==> src/verilog/eew_pkg.sv <==
/*
 * package for the host-side write/read controller of a self-timed parallel eeprom.
 * assumes a 200 MHz system clock; times given in ns (write cycle in us) and converted to cycles here.
 */
package eew_pkg;
    localparam int CLK_PERIOD_PS         = 5000;
    // strobe and data timing, in ns; write cycle in us
    localparam int STROBE_WIDTH_NS       = 100;
    localparam int DATA_SETUP_TIME_NS    = 50;
    localparam int DATA_HOLD_TIME_NS     = 10;
    localparam int DATA_VALID_WINDOW_NS  = 1000;
    localparam int ADDR_SETUP_NS         = 10;
    localparam int READ_ACCESS_NS        = 250;
    localparam int WRITE_CYCLE_DURATION_US = 5000;
    // least times round up, window (a longest time) rounds down
    localparam int STROBE_CYC  = (STROBE_WIDTH_NS * 1000 + CLK_PERIOD_PS - 1) / CLK_PERIOD_PS;
    localparam int SETUP_CYC   = (DATA_SETUP_TIME_NS * 1000 + CLK_PERIOD_PS - 1) / CLK_PERIOD_PS;
    localparam int HOLD_CYC    = (DATA_HOLD_TIME_NS * 1000 + CLK_PERIOD_PS - 1) / CLK_PERIOD_PS;
    localparam int DV_CYC      = (DATA_VALID_WINDOW_NS * 1000) / CLK_PERIOD_PS;
    localparam int ASU_CYC     = (ADDR_SETUP_NS * 1000 + CLK_PERIOD_PS - 1) / CLK_PERIOD_PS;
    localparam int ACCESS_CYC  = (READ_ACCESS_NS * 1000 + CLK_PERIOD_PS - 1) / CLK_PERIOD_PS;
    // product taken in 64 bits: the write cycle in ps overflows an int
    localparam int WC_CYC      = int'((longint'(WRITE_CYCLE_DURATION_US) * 64'd1000000
                                 + longint'(CLK_PERIOD_PS) - 64'd1) / longint'(CLK_PERIOD_PS));
    // pin bundle driven toward the memory
    typedef struct packed {
        logic        ce_n;
        logic        we_n;
        logic        oe_n;
        logic [12:0] addr;
        logic [7:0]  dq;
        logic        dq_oe;
    } eew_pins_s;
endpackage

==> src/verilog/eew_host.sv <==
/*
 * host controller: turns single-cycle read and write requests into byte-wide
 * parallel bus cycles on a self-timed eeprom, then waits out its write cycle.
 * assumes dq_i comes from the pins (synchronised here) and the memory keeps its own timing.
 */
`timescale 1ns/1ps
module eew_host #(
    parameter int ADDR_W    = 13,
    parameter int WC_CYCLES = eew_pkg::WC_CYC
) (
    // clock and reset
    input  wire logic              clk_i,
    input  wire logic              rst_i,
    // user request
    input  wire logic              req_i,
    input  wire logic              we_i,
    input  wire logic              page_i,
    input  wire logic [ADDR_W-1:0] addr_i,
    input  wire logic [7:0]        wdata_i,
    output logic                   ready_o,
    output logic                   rvalid_o,
    output logic [7:0]             rdata_o,
    output logic                   busy_o,
    // memory pins
    input  wire logic [7:0]        dq_i,
    output eew_pkg::eew_pins_s     pins_o
);
    // refuse parameters the pin bundle or counter cannot serve
    if (ADDR_W != 13 || WC_CYCLES < 1) begin : g_bad_param
        $error("eew_host: unsupported parameters");
    end

    typedef enum logic [6:0] {
        ST_IDLE  = 7'b0000001,
        ST_ASU   = 7'b0000010,
        ST_WLOW  = 7'b0000100,
        ST_WHOLD = 7'b0001000,
        ST_RACC  = 7'b0010000,
        ST_PAGE  = 7'b0100000,
        ST_WC    = 7'b1000000
    } eew_state_e;

    eew_state_e  state;
    logic [31:0] cnt;
    logic        wr_op;
    logic [7:0]  dq_s1;
    logic [7:0]  dq_s2;

    // timing figures, as counts of cycles
    localparam logic [31:0] STROBE = 32'(eew_pkg::STROBE_CYC);
    localparam logic [31:0] HOLD   = 32'(eew_pkg::HOLD_CYC);
    localparam logic [31:0] ASU    = 32'(eew_pkg::ASU_CYC);
    localparam logic [31:0] ACC    = 32'(eew_pkg::ACCESS_CYC + 2);
    localparam logic [31:0] WCC    = 32'(WC_CYCLES);

    // the strobe stays far inside the data-valid window, so setup suffices
    if (eew_pkg::STROBE_CYC >= eew_pkg::DV_CYC) begin : g_bad_strobe
        $error("eew_host: strobe exceeds window");
    end

    // two-flop synchroniser on read data
    always_ff @(posedge clk_i or posedge rst_i) begin
        if (rst_i) begin
            dq_s1 <= 8'h00;
            dq_s2 <= 8'h00;
        end else begin
            dq_s1 <= dq_i;
            dq_s2 <= dq_s1;
        end
    end

    // sequencer; new requests only in idle or page-open states
    always_ff @(posedge clk_i or posedge rst_i) begin
        if (rst_i) begin
            state    <= ST_IDLE;
            cnt      <= 32'h0;
            wr_op    <= 1'b0;
            pins_o   <= '{ce_n: 1'b1, we_n: 1'b1, oe_n: 1'b1, addr: 13'h0, dq: 8'h00,
                          dq_oe: 1'b0};
            rvalid_o <= 1'b0;
            rdata_o  <= 8'h00;
        end else begin
            rvalid_o <= 1'b0;
            cnt      <= cnt + 32'h1;
            unique case (state)
                ST_IDLE, ST_PAGE: begin
                    if (req_i && (state == ST_IDLE || we_i)) begin
                        // address and data both set up before the strobe falls
                        pins_o.addr  <= addr_i;
                        pins_o.dq    <= wdata_i;
                        pins_o.dq_oe <= we_i;
                        pins_o.ce_n  <= 1'b0;
                        wr_op        <= we_i;
                        cnt          <= 32'h0;
                        state        <= ST_ASU;
                    end else if (state == ST_PAGE && cnt >= STROBE) begin
                        // page closes: memory's timers run out and programming starts
                        pins_o.ce_n <= 1'b1;
                        cnt         <= 32'h0;
                        state       <= ST_WC;
                    end
                end
                ST_ASU: begin
                    if (cnt + 32'h1 >= ASU) begin
                        cnt <= 32'h0;
                        if (wr_op) begin
                            pins_o.we_n <= 1'b0;
                            state       <= ST_WLOW;
                        end else begin
                            pins_o.oe_n <= 1'b0;
                            state       <= ST_RACC;
                        end
                    end
                end
                ST_WLOW: begin
                    // pulse held only for its least width, well inside the window
                    if (cnt + 32'h1 >= STROBE) begin
                        pins_o.we_n <= 1'b1;
                        cnt         <= 32'h0;
                        state       <= ST_WHOLD;
                    end
                end
                ST_WHOLD: begin
                    if (cnt + 32'h1 >= HOLD) begin
                        pins_o.dq_oe <= 1'b0;
                        pins_o.ce_n  <= 1'b1;
                        cnt          <= 32'h0;
                        state        <= page_i ? ST_PAGE : ST_WC;
                    end
                end
                ST_RACC: begin
                    if (cnt + 32'h1 >= ACC) begin
                        rdata_o     <= dq_s2;
                        rvalid_o    <= 1'b1;
                        pins_o.oe_n <= 1'b1;
                        pins_o.ce_n <= 1'b1;
                        state       <= ST_IDLE;
                    end
                end
                ST_WC: begin
                    // memory alters cells on its own; keep off the bus meanwhile
                    if (cnt + 32'h1 >= WCC) begin
                        state <= ST_IDLE;
                    end
                end
                default: state <= ST_IDLE;
            endcase
        end
    end

    // handshake outputs
    assign ready_o = (state == ST_IDLE) || (state == ST_PAGE && we_i);
    assign busy_o  = (state != ST_IDLE);
endmodule

==> config.mk <==
export PLATFORM = sky130hd
export DESIGN_NAME = eew_host
export DESIGN_NICKNAME = d
export VERILOG_FILES = /design/src/verilog/eew_pkg.sv /design/src/verilog/eew_host.sv
export SDC_FILE = /design/constraint.sdc
export NUM_CORES = 1
export LEC_CHECK = 0
export ABC_CLOCK_PERIOD_IN_PS = 6300
export BUFFER_PORTS_ARGS = -buffer_cell sky130_fd_sc_hd__buf_2
export CAP_MARGIN = 20
export CORE_ASPECT_RATIO = 0.8
export CORE_MARGIN = 2
export CORE_UTILIZATION = 60
export CTS_BUF_LIST = sky130_fd_sc_hd__clkbuf_2 sky130_fd_sc_hd__clkbuf_4 sky130_fd_sc_hd__clkbuf_8
export CTS_CLUSTER_SIZE = 10
export DETAILED_ROUTE_END_ITERATION = 7
export GPL_TIMING_DRIVEN = 0
export PLACE_DENSITY = 0.84
export SLEW_MARGIN = 20
export SYNTH_ARGS = -nofsm -noshare
export SYNTH_HDL_FRONTEND = slang
export SYNTH_SLANG_ARGS = --single-unit
==> constraint.sdc <==
create_clock -name clk_i -period 6.3 [get_ports clk_i]
set_input_delay 1.26 -clock clk_i [delete_from_list [all_inputs] [get_ports clk_i]]
set_output_delay 1.26 -clock clk_i [all_outputs]
set_load 0.02 [all_outputs]
## After elaboration in Yosys (flattened, before gate mapping)

Cells that the tools add are included.

| word-level totals | value |
|---|---|
| output and inout bits | 36 |
| register bits | 90 |
| word-level logic and storage cells | 85 |
| input bits | 34 |

| cells by class | value |
|---|---|
| magnitude comparators | 5 |
| $add $sub $neg | 1 |
| eq/ne operators | 17 |
| mux-type cells | 31 |
| reductions and logical operators | 18 |

Operator list:

| kind | number |
|---|---|
| $mux 32 | 4 |
| $pmux 32 s3 | 1 |
| $ge 32x5->1 const B | 2 |
| $mux 7 | 8 |
| $pmux 7 s6 | 1 |
| $add 32x1->32 const B | 1 |
| $ge 32x2->1 const B | 1 |
| $ge 32x20->1 const B | 1 |
| $ge 32x6->1 const B | 1 |
| $ne 2x2->1 const B | 8 |
| $reduce_and 4->1 | 3 |
| $mux 1 | 11 |
| $eq 7x1->1 const B | 1 |
| $eq 7x2->1 const B | 1 |
| $eq 7x3->1 const B | 1 |
| $eq 7x4->1 const B | 1 |
| $eq 7x5->1 const B | 1 |
| $eq 7x6->1 const B | 1 |
| $eq 7x7->1 const B | 1 |
| $ne 7x1->1 const B | 1 |
| $pmux 1 s2 | 3 |
| $reduce_and 6->1 | 1 |
| $reduce_bool 2->1 | 3 |
| $mux 5 | 1 |
| other kinds (9) | 14 |

## Longest topological paths before layout

Gate-level depths: netlist of run 1.

| depth | value |
|---|---|
| depth in word-level cells | 5 |
| mapped depth | 12 |
| mapped depth without buffers | 9 |

## Worst setup path before layout of run 1

Ideal clock, no wire load.

| timing | value |
|---|---|
| path type | register to register |
| start | register cnt[0] |
| end | register rdata_o[0] |
| buffers on the path | 3 |
| arrival | 3.131 ns |
| setup time | 0.128 ns |
| clock period less this slack | 3.258 ns |
| stages on the path, launching flop included | 13 |
| path slack | 3.042 ns |
| data required time | 6.172 ns |
| path through | dfrtp_1 -> ha_1 -> buf_2 -> and4_1 -> buf_2 -> nand3_1 -> or4b_1 -> a211oi_2 -> nand4_2 -> nor3_2 -> a21o_1 -> buf_4 -> mux2_1 |

| on the way | value |
|---|---|
| word-level cells in the longest chain between the ends | 3 |

Ends and longest elaborated chain:

| what | RTL line | RTL |
|---|---|---|
| start: declaration | eew_host.sv:44 | `logic [31:0] cnt;` |
| start signal: assignment | eew_host.sv:84 | `cnt <= cnt + 32'h1;` |
| $add 32x1->32 | eew_host.sv:132 | `if (cnt + 32'h1 >= ACC) begin` |
| $ge 32x6->1 | eew_host.sv:132 |  |
| $reduce_and 2->1 (no source line) | -- |  |
| end signal: assignment | eew_host.sv:133 | `rdata_o <= dq_s2;` |
| end: declaration | eew_host.sv:22 | `output logic [7:0] rdata_o,` |

Every way passes these cells.
A chain may end at the register's enable or synchronous reset.

## Worst setup path in the final report of run 1

| timing | value |
|---|---|
| start | register cnt[6] |
| end | register rdata_o[1] |

The elaborated chain is that of the path after synthesis.

==> impl_metrics.yaml, run 1 <==
status:
  run_status: "completed"
setup_path:
  startpoint_type: "flip-flop"
  cp_data_required_time_ns: 6.55
  cp_slowest_stage_delay_ns: 0.95
  critPathArrivalTime_ns: 4.17
  endpoint: "rdata_o[1]"
  cp_slowest_cell: "nor4_1"
  r2r_cells: 10
  rrSetupSlack_ns: 2.38
  path_depth: 10
  cp_top_family: "simple AND/OR/NAND/NOR gates"
  setup.worst_path.end_class: "flip-flop"
  path_cells: "buf_2 -> nand4_1 -> nor4_1 -> nand2_1 -> xor2_1 -> nand4_1 -> nor3_2 -> a21o_1 -> buf_4 -> mux2_1"
  cp_common_cell: "nand4_1"
  startpoint: "cnt[6]"
  critPathBufInv: 2
  worstSetupPathType: "flip-flop to flip-flop"
  rr_endpoint: "rdata_o[1]"
  crit_fanout: 10
  r2r-start: "cnt[6]"
grt:
  grt_pass1_wl_um: 17100
  antenna_found_initial: 0
  grt-ovfl-total: 0
  grt_pass1_vias: 3488
  globalRouteTotalUtil_pct: 26.7
  grt_max_degree: 63
die:
  rows: 28
  dieHeight_um: 82.1
  core_sq_um: 7390
  die_x_um: 102
  ios: 70
  die_area_sq_um: 8350
  initial_utilization_pct: 61.9
layout:
  drive_gt1_share_pct: 26.2
  final_common_cell: "dfrtp_1"
  most-common-layout-cells: "dfrtp_1, buf_2, nor2_1"
  fin_cells: 636
  syn2layout_area_growth_pct: 15.3
  final_area_sq_um: 5280
  n_antenna_cell: 0
  fin_nets: 562
clock_tree:
  clock-sinks: 90
  cts_setup_buffers: 0
  cts-resized-gates: 0
  clkTransAtPathRegs_ns: 0.10
  clock-root-buffer: "clkbuf_8"
  clk_path_buf_depth: 2
  worstSkewPairLatency_ns: 0.37
  htree_levels: 3
  tritoncts: "built"
  numCtsBuffers: 9
  ctsHoldBuffers: 0
sta:
  fin_skew_ns: 0.0139
  min_period_over_period_pct: 62.2
  setup_tns_ns: 0
  finalHoldViolCount: 0
  grt_setup_unrepaired: "no"
  final.min_clock_period_ns: 3.92
  fmax_ghz: 0.255
  tightest_slew_ns: 1.04
  relSlewSlack_pct: 30.3
  timing.hold.ws_ns: 0.355
  finalSetupViolCount: 0
  drv_slew: 0
detailed_routing:
  drc: 0
  dr.pass1.iters: 5
  post_drt_via_cell_ratio: 5.78
  wl_per_cell_um: 16.7
  drt-initial-drc-count: 244
  vias: 3676
  wirelength_um: 10600
  ant_nets: 0
synthesis:
  syn_area_per_cell_sq_um: 10.3
  ys_warn_count: 0
  syn_nets: 481
  netlist_instances: 445
  synth_edf_count: 0
  synthFlopType: "dfrtp_1"
  netlist.area_leader.share_pct: 47.0
  async_reset_ff_share_pct: 100
  yosys_register_bits: 90
  netlist_area_sq_um: 4580
  ys_seq_area_share_pct: 49.3
  synthTopCellsByArea: "dfrtp_1, mux2_2, xor2_1, nor2_1, nand4_1"
  synth_area_leader_cell: "dfrtp_1"
  synthDistinctLibCells: 67
pwr:
  cellPowerDensity_nw_per_um2: 376
  peakVddDrop_uv: 274
  power.leakage_nw: 2.40
flow_run:
  drv_cap: 0
placement:
  gp_congestion: 0.893
  post_dp_cell_area_sq_um: 5080
  portBuffers: 69
  place_hpwl_um: 7840
  place_inst: 620
min_path:
  hp-class: "flip-flop to flip-flop"
## per-layer routing
| layer | share of wire, % | vias to the layer above | wire length (um) | track usage [%] |
|---|---|---|---|---|
| li1 | - | 1764 | - | - |
| met1 | 47 | 1756 | 5030 | 39.8 |
| met2 | 45 | 144 | 4790 | 39.5 |
| met3 | 6.5 | 12 | 693 | 6.31 |
| met4 | 1.1 | 0 | 121 | 6.76 |
| met5 | 0 | - | 0 | 0 |
## final cells by class
cell class,count,area [sq um]
Buffer,30,138
Inverter,13,51.3
Tap cell,105,131
Fill cell,552,2110
Multi-Input combinational cell,312,2130
Clock inverter,7,70.1
Timing Repair Buffer,70,373
Clock buffer,9,124
Sequential cell,90,2260
## report_power, final
| group | internal, W | switching, W |
|---|---|---|
| combinational | 0.000306 | 0.000502 |
| sequential | 0.000709 | 0.0000794 |
| clock | 0.000155 | 0.000234 |
## cells by family after synthesis
family	count (synthesis)	share of synthesized area (%)
AOI/OAI and AO/OA	60	9.68
xor gates and xnor gates	33	6.31
adders and majority gates	2	0.547
buffers and inverters	43	4.07
DFF	90	49.3
muxes	34	8.26
and+or+nand+nor	183	21.8
## state kept, by name (all words and copies together), names as in the netlist
signal	count
cnt	32
rdata_o	8
rvalid_o	1
state	7
wr_op	1
dq_s1	8
pins_o	25
dq_s2	8
## synthesized netlist by cell type (all sizes together) (3+ instances only)
cell type	n
dfstp	4
nand2	25
dfrtp	86
xor2	20
a31oi	5
nor4	11
mux2	30
xnor2	13
nor3	15
or2	3
and3	5
clkbuf	18
a211oi	3
nand4	21
a21oi	12
and2	8
mux2i	4
or4	5
buf	12
and4	6
o31ai	4
nor2	46
nor4b	3
inv	13
nand2b	4
nand3	17
o21ai	10
## metrics by stage
stage | util (%) | total power (W) | setup slack, ns
after floorplan | - | 0.00134 | 2.71
final | 71.4 | 0.00199 | 2.38
after CTS | 71.4 | 0.00199 | 2.46
after global placement | 68.4 | 0.00156 | 1.82
after global routing | 71.4 | 0.00209 | 2.16
after detailed placement | 68.8 | 0.00160 | 2.49
## how the worst min path moves through the flow
stage          startpoint  endpoint  slack [ns]  depth (start not counted)
6_report         dq_s1[7]  dq_s2[7]        0.35                          0
4_1_cts          dq_s1[7]  dq_s2[7]        0.36                          0
5_1_grt          dq_s1[6]  dq_s2[6]        0.37                          0
3_3_place_gp     dq_s1[3]  dq_s2[3]        0.33                          0
3_5_place_dp     dq_s1[4]  dq_s2[4]        0.33                          0
2_1_floorplan    dq_s1[0]  dq_s2[0]        0.33                          0
Power figures use the tool's default switching activity.
==> inputs of run 2 (changes only) <==
--- a/config.mk
+++ b/config.mk
@@ -5,17 +5,17 @@
 export SDC_FILE = /design/constraint.sdc
 export NUM_CORES = 1
 export LEC_CHECK = 0
-export ABC_CLOCK_PERIOD_IN_PS = 6300
+export ABC_CLOCK_PERIOD_IN_PS = 3600
 export BUFFER_PORTS_ARGS = -buffer_cell sky130_fd_sc_hd__buf_2
 export CAP_MARGIN = 20
 export CORE_ASPECT_RATIO = 0.8
 export CORE_MARGIN = 2
-export CORE_UTILIZATION = 60
+export CORE_UTILIZATION = 53
 export CTS_BUF_LIST = sky130_fd_sc_hd__clkbuf_2 sky130_fd_sc_hd__clkbuf_4 sky130_fd_sc_hd__clkbuf_8
 export CTS_CLUSTER_SIZE = 10
 export DETAILED_ROUTE_END_ITERATION = 7
 export GPL_TIMING_DRIVEN = 0
-export PLACE_DENSITY = 0.84
+export PLACE_DENSITY = 0.78
 export SLEW_MARGIN = 20
 export SYNTH_ARGS = -nofsm -noshare
 export SYNTH_HDL_FRONTEND = slang
==> constraint.sdc (replaced) <==
create_clock -name clk_i -period 3.6 [get_ports clk_i]
set_input_delay 0.72 -clock clk_i [delete_from_list [all_inputs] [get_ports clk_i]]
set_output_delay 0.72 -clock clk_i [all_outputs]
set_load 0.02 [all_outputs]
==> impl_metrics.yaml, run 2 (synthesis results as in run 1) <==
status:
  run_status: "completed"
clock_tree:
  tritoncts: "built"
  clock-root-buffer: "clkbuf_8"
  ctsHoldBuffers: 0
  worstSkewPairLatency_ns: 0.37
  numCtsBuffers: 9
  clkTransAtPathRegs_ns: 0.09
  clk_path_buf_depth: 2
  htree_levels: 3
  clock-sinks: 90
setup_path:
  cp_top_family: "simple AND/OR/NAND/NOR gates"
  worstSetupPathType: "flip-flop to flip-flop"
  setup.worst_path.end_class: "flip-flop"
  critPathArrivalTime_ns: 3.67
  r2r-start: "cnt[0]"
  rr_endpoint: "rdata_o[7]"
  cp_data_required_time_ns: 3.84
  cp_slowest_cell: "or4b_1"
  cp_slowest_stage_delay_ns: 0.59
  crit_fanout: 10
  cp_common_cell: "buf_2"
  startpoint_type: "flip-flop"
  r2r_cells: 12
  rrSetupSlack_ns: 0.17
  critPathBufInv: 3
  path_cells: "ha_1 -> buf_2 -> and4_1 -> buf_2 -> nand3_1 -> or4b_1 -> a211oi_2 -> nand4_4 -> nor3_4 -> a21o_1 -> buf_4 -> mux2_1"
grt:
  grt_pass1_wl_um: 17700
  antenna_found_initial: 0
  grt-ovfl-total: 0
  grt_pass1_vias: 3542
  globalRouteTotalUtil_pct: 24.5
  grt_max_degree: 48
layout:
  most-common-layout-cells: "dfrtp_1, buf_2, nor2_1"
  final_common_cell: "dfrtp_1"
  n_antenna_cell: 0
  final_area_sq_um: 5350
  regMostFlops: "cnt"
  syn2layout_area_growth_pct: 16.8
  top_regs: "cnt (32), pins_o (25)"
  final_core_util_pct: 63.3
  fin_nets: 564
  largest_reg_flops: 32
  drive_gt1_share_pct: 27.6
sta:
  tightest_slew_ns: 0.753
  relSlewSlack_pct: 49.3
  fin_skew_ns: 0.0146
  min_period_over_period_pct: 95.3
  grt_setup_unrepaired: "no"
  setup_tns_ns: 0
  finalSetupViolCount: 0
  drv_slew: 0
  finalHoldViolCount: 0
  fmax_ghz: 0.291
  final.min_clock_period_ns: 3.43
die:
  die_area_sq_um: 9400
  core_sq_um: 8450
  initial_utilization_pct: 54.2
  die_x_um: 108
  ios: 70
  rows: 30
  dieHeight_um: 87.1
detailed_routing:
  drc: 0
  wl_per_cell_um: 16.9
  vias: 3764
  wirelength_um: 10900
  post_drt_via_cell_ratio: 5.84
  dr.pass1.iters: 5
  drt-initial-drc-count: 280
  ant_nets: 0
placement:
  gp_congestion: 0.959
  place_hpwl_um: 8110
  post_dp_cell_area_sq_um: 5090
  portBuffers: 69
pwr:
  power.leakage_nw: 2.42
  total_power_w: 0.00349
  peakVddDrop_uv: 464
  cellPowerDensity_nw_per_um2: 654
min_path:
  hold_depth: 0
  min_to: "dq_s2[5]"
  hp-class: "flip-flop to flip-flop"
  hold_start: "dq_s1[5]"
flow_run:
  drv_cap: 0
==> run 2: cell types whose count changed in the layout (fill, tap and decap cells not counted), sizes merged <==
cell and change:
inv -3, clkbuf +3, buf +2
==> run 2: final cells by class <==
type	count	area, sq um
repair buffers	72	388
well taps	112	140
flip-flops and latches	90	2260
multi-input cells	312	2170
clock inverters	4	33.8
fillers	677	3100
clock buffers	12	165
inverters	13	51.3
plain buffers	30	138
==> run 2: metrics by stage <==
step	instances	setup slack (ns)	hold slack [ns]
floorplan	445	0.342	0.331
global placement	626	-0.343	0.331
detailed placement	627	-0.180	0.338
CTS	645	0.0455	0.353
global route	645	0.0113	0.354
finish	645	0.169	0.351
==> run 2: metal layers <==
| metal | global-route usage, % | vias to the layer above | wire (um) |
|---|---|---|---|
| li1 | - | 1765 | - |
| met1 | 37.4 | 1847 | 5130 |
| met2 | 35.4 | 135 | 4880 |
| met3 | 5.31 | 17 | 720 |
| met4 | 6.53 | 0 | 149 |
| met5 | 0 | - | 0 |
==> run 2: worst max path at each step <==
stage,start,endpoint,cells past startpoint
after floorplan,cnt[0],rdata_o[0],12
after global placement,rst_i,cnt[19],2
after detailed placement,cnt[0],rdata_o[7],12
after CTS,cnt[0],rdata_o[7],12
after global routing,cnt[0],state[4],12
final,cnt[0],rdata_o[7],12
==> run 2: power by group <==
group	leakage, nW	switching (W)	total [W]	internal, W
Combinational	1.17	0.000889	0.00144	0.000547
Sequential	1.15	0.000128	0.00137	0.00124
Clock	0.104	0.000373	0.000687	0.000314
==> run 2: timing repair <==
| item | CTS | global route |
|---|---|---|
| setup buffers | 2 | 0 |
| endpoints found under the setup margin | 37 | 34 |
| resized for setup | 2 | 6 |
| pin swaps | 2 | 2 |
==> inputs of run 3 (changes only) <==
--- a/config.mk
+++ b/config.mk
@@ -8,7 +8,6 @@
 export ABC_CLOCK_PERIOD_IN_PS = 3600
 export BUFFER_PORTS_ARGS = -buffer_cell sky130_fd_sc_hd__buf_2
 export CAP_MARGIN = 20
-export CORE_ASPECT_RATIO = 0.8
 export CORE_MARGIN = 2
 export CORE_UTILIZATION = 53
 export CTS_BUF_LIST = sky130_fd_sc_hd__clkbuf_2 sky130_fd_sc_hd__clkbuf_4 sky130_fd_sc_hd__clkbuf_8
==> impl_metrics.yaml, run 3 (synthesis results as in run 1) <==
min_path:
  hp-class: "flip-flop to flip-flop"
  min_to: "dq_s2[1]"
  hold_depth: 0
  hold_start: "dq_s1[1]"
setup_path:
  cp_data_required_time_ns: 3.84
  path_cells: "clkbuf_1 -> nand3_1 -> nor2_2 -> nand2_1 -> xor2_1 -> nand4_1 -> nor3_4 -> a21o_1 -> buf_4 -> mux2_1"
  r2r-start: "cnt[4]"
  cp_top_family: "simple AND/OR/NAND/NOR gates"
  critPathArrivalTime_ns: 3.66
  cp_slowest_cell: "nor2_2"
  startpoint_type: "flip-flop"
  setup.worst_path.end_class: "flip-flop"
  worstSetupPathType: "flip-flop to flip-flop"
  startpoint: "cnt[4]"
  critPathBufInv: 2
  r2r_cells: 10
  cp_slowest_stage_delay_ns: 0.41
  rr_endpoint: "rdata_o[2]"
  rrSetupSlack_ns: 0.18
  crit_fanout: 10
grt:
  antenna_found_initial: 0
  globalRouteTotalUtil_pct: 22.4
  grt-ovfl-total: 0
  grt_pass1_vias: 3552
  grt_pass1_wl_um: 17300
  grt_max_degree: 52
clock_tree:
  ctsHoldBuffers: 0
  tritoncts: "built"
  clock-sinks: 90
  worstSkewPairLatency_ns: 0.36
  clkTransAtPathRegs_ns: 0.09
  clock-root-buffer: "clkbuf_8"
  htree_levels: 3
  numCtsBuffers: 9
  clk_path_buf_depth: 2
sta:
  min_period_over_period_pct: 95.0
  grt_setup_unrepaired: "no"
  fin_skew_ns: 0.0117
  drv_slew: 0
  fmax_ghz: 0.292
  relSlewSlack_pct: 50.4
  finalSetupViolCount: 0
  finalHoldViolCount: 0
  setup_slack_ns: 0.181
  tightest_slew_ns: 0.737
  final.min_clock_period_ns: 3.42
layout:
  nFillCells: 663
  syn2layout_area_growth_pct: 17.7
  final_area_sq_um: 5390
  n_antenna_cell: 0
  fin_nets: 566
  regMostFlops: "cnt"
  ff_latch_area_sq_um: 2260
  final_core_util_pct: 64.9
  most-common-layout-cells: "dfrtp_1, buf_2, nor2_1"
  top_regs: "cnt (32), pins_o (25)"
  largest_reg_flops: 32
  drive_gt1_share_pct: 28.0
  fin_cells: 640
  multi_input_area_sq_um: 2180
  final_common_cell: "dfrtp_1"
placement:
  gp_congestion: 0.937
  place_hpwl_um: 7510
  place_inst: 620
  dp_worst_setup_slack_ns: -0.152
  portBuffers: 69
  post_dp_cell_area_sq_um: 5080
detailed_routing:
  drt-initial-drc-count: 243
  vias: 3740
  ant_nets: 0
  wirelength_um: 10400
  post_drt_via_cell_ratio: 5.84
  drc: 0
  dr.pass1.iters: 5
  wl_per_cell_um: 16.2
status:
  run_status: "completed"
flow_run:
  drv_cap: 0
die:
  die_area_sq_um: 9400
  core_sq_um: 8300
  dieHeight_um: 96.9
  ios: 70
  rows: 33
  die_x_um: 96.9
  initial_utilization_pct: 55.1
pwr:
  power.leakage_nw: 2.46
  cellPowerDensity_nw_per_um2: 668
  peakVddDrop_uv: 461
==> run 3: how the worst max path moves through the flow <==
stage / endpoint / slack (ns) / depth (start not counted)
CTS: state[0] / 0.01 / 12
global placement: cnt[12] / -0.39 / 2
finish: rdata_o[2] / 0.18 / 10
floorplan: rdata_o[0] / 0.34 / 12
detailed placement: rdata_o[2] / -0.15 / 12
global route: rdata_o[2] / 0.00002 / 10
==> run 3: area by class of cell <==
type                       instances  share of cell area [%]
sequential                        90                    42.0
multi-input combinational        312                    40.5
timing repair buffer              74                    7.34
buffer                            30                    2.56
clock buffer                      10                    2.44
tap                              105                    2.44
clock inverter                     6                    1.84
inverter                          13                   0.952
==> run 3: per-stage QoR <==
stage | total power (W) | setup TNS (ns) | hold slack, ns
after floorplan | 0.00234 | 0 | 0.331
after global placement | 0.00274 | -33.98 | 0.332
after detailed placement | 0.00280 | -1.21 | 0.337
after CTS | 0.00359 | 0 | 0.358
after global routing | 0.00380 | 0 | 0.364
final | 0.00360 | 0 | 0.358
==> run 3: what timing repair did <==
item	in CTS	in global routing
endpoints found under the setup margin	29	42
cloned	0	0
buffers inserted	1	3
pin swaps	2	3
resized for setup	2	8
==> run 3: power breakdown <==
part,total (W),internal [W],switching (W)
Sequential,0.00138,0.00124,0.000132
Clock,0.000788,0.000410,0.000378
Combinational,0.00144,0.000561,0.000875
Total,0.00360,0.00221,0.00139
==> run 3: per-layer routing <==
metal	track usage (%)	wire, um
met4	8.67	174
met2	35.2	4910
met3	4.34	597
met5	0	0
met1	31.0	4690
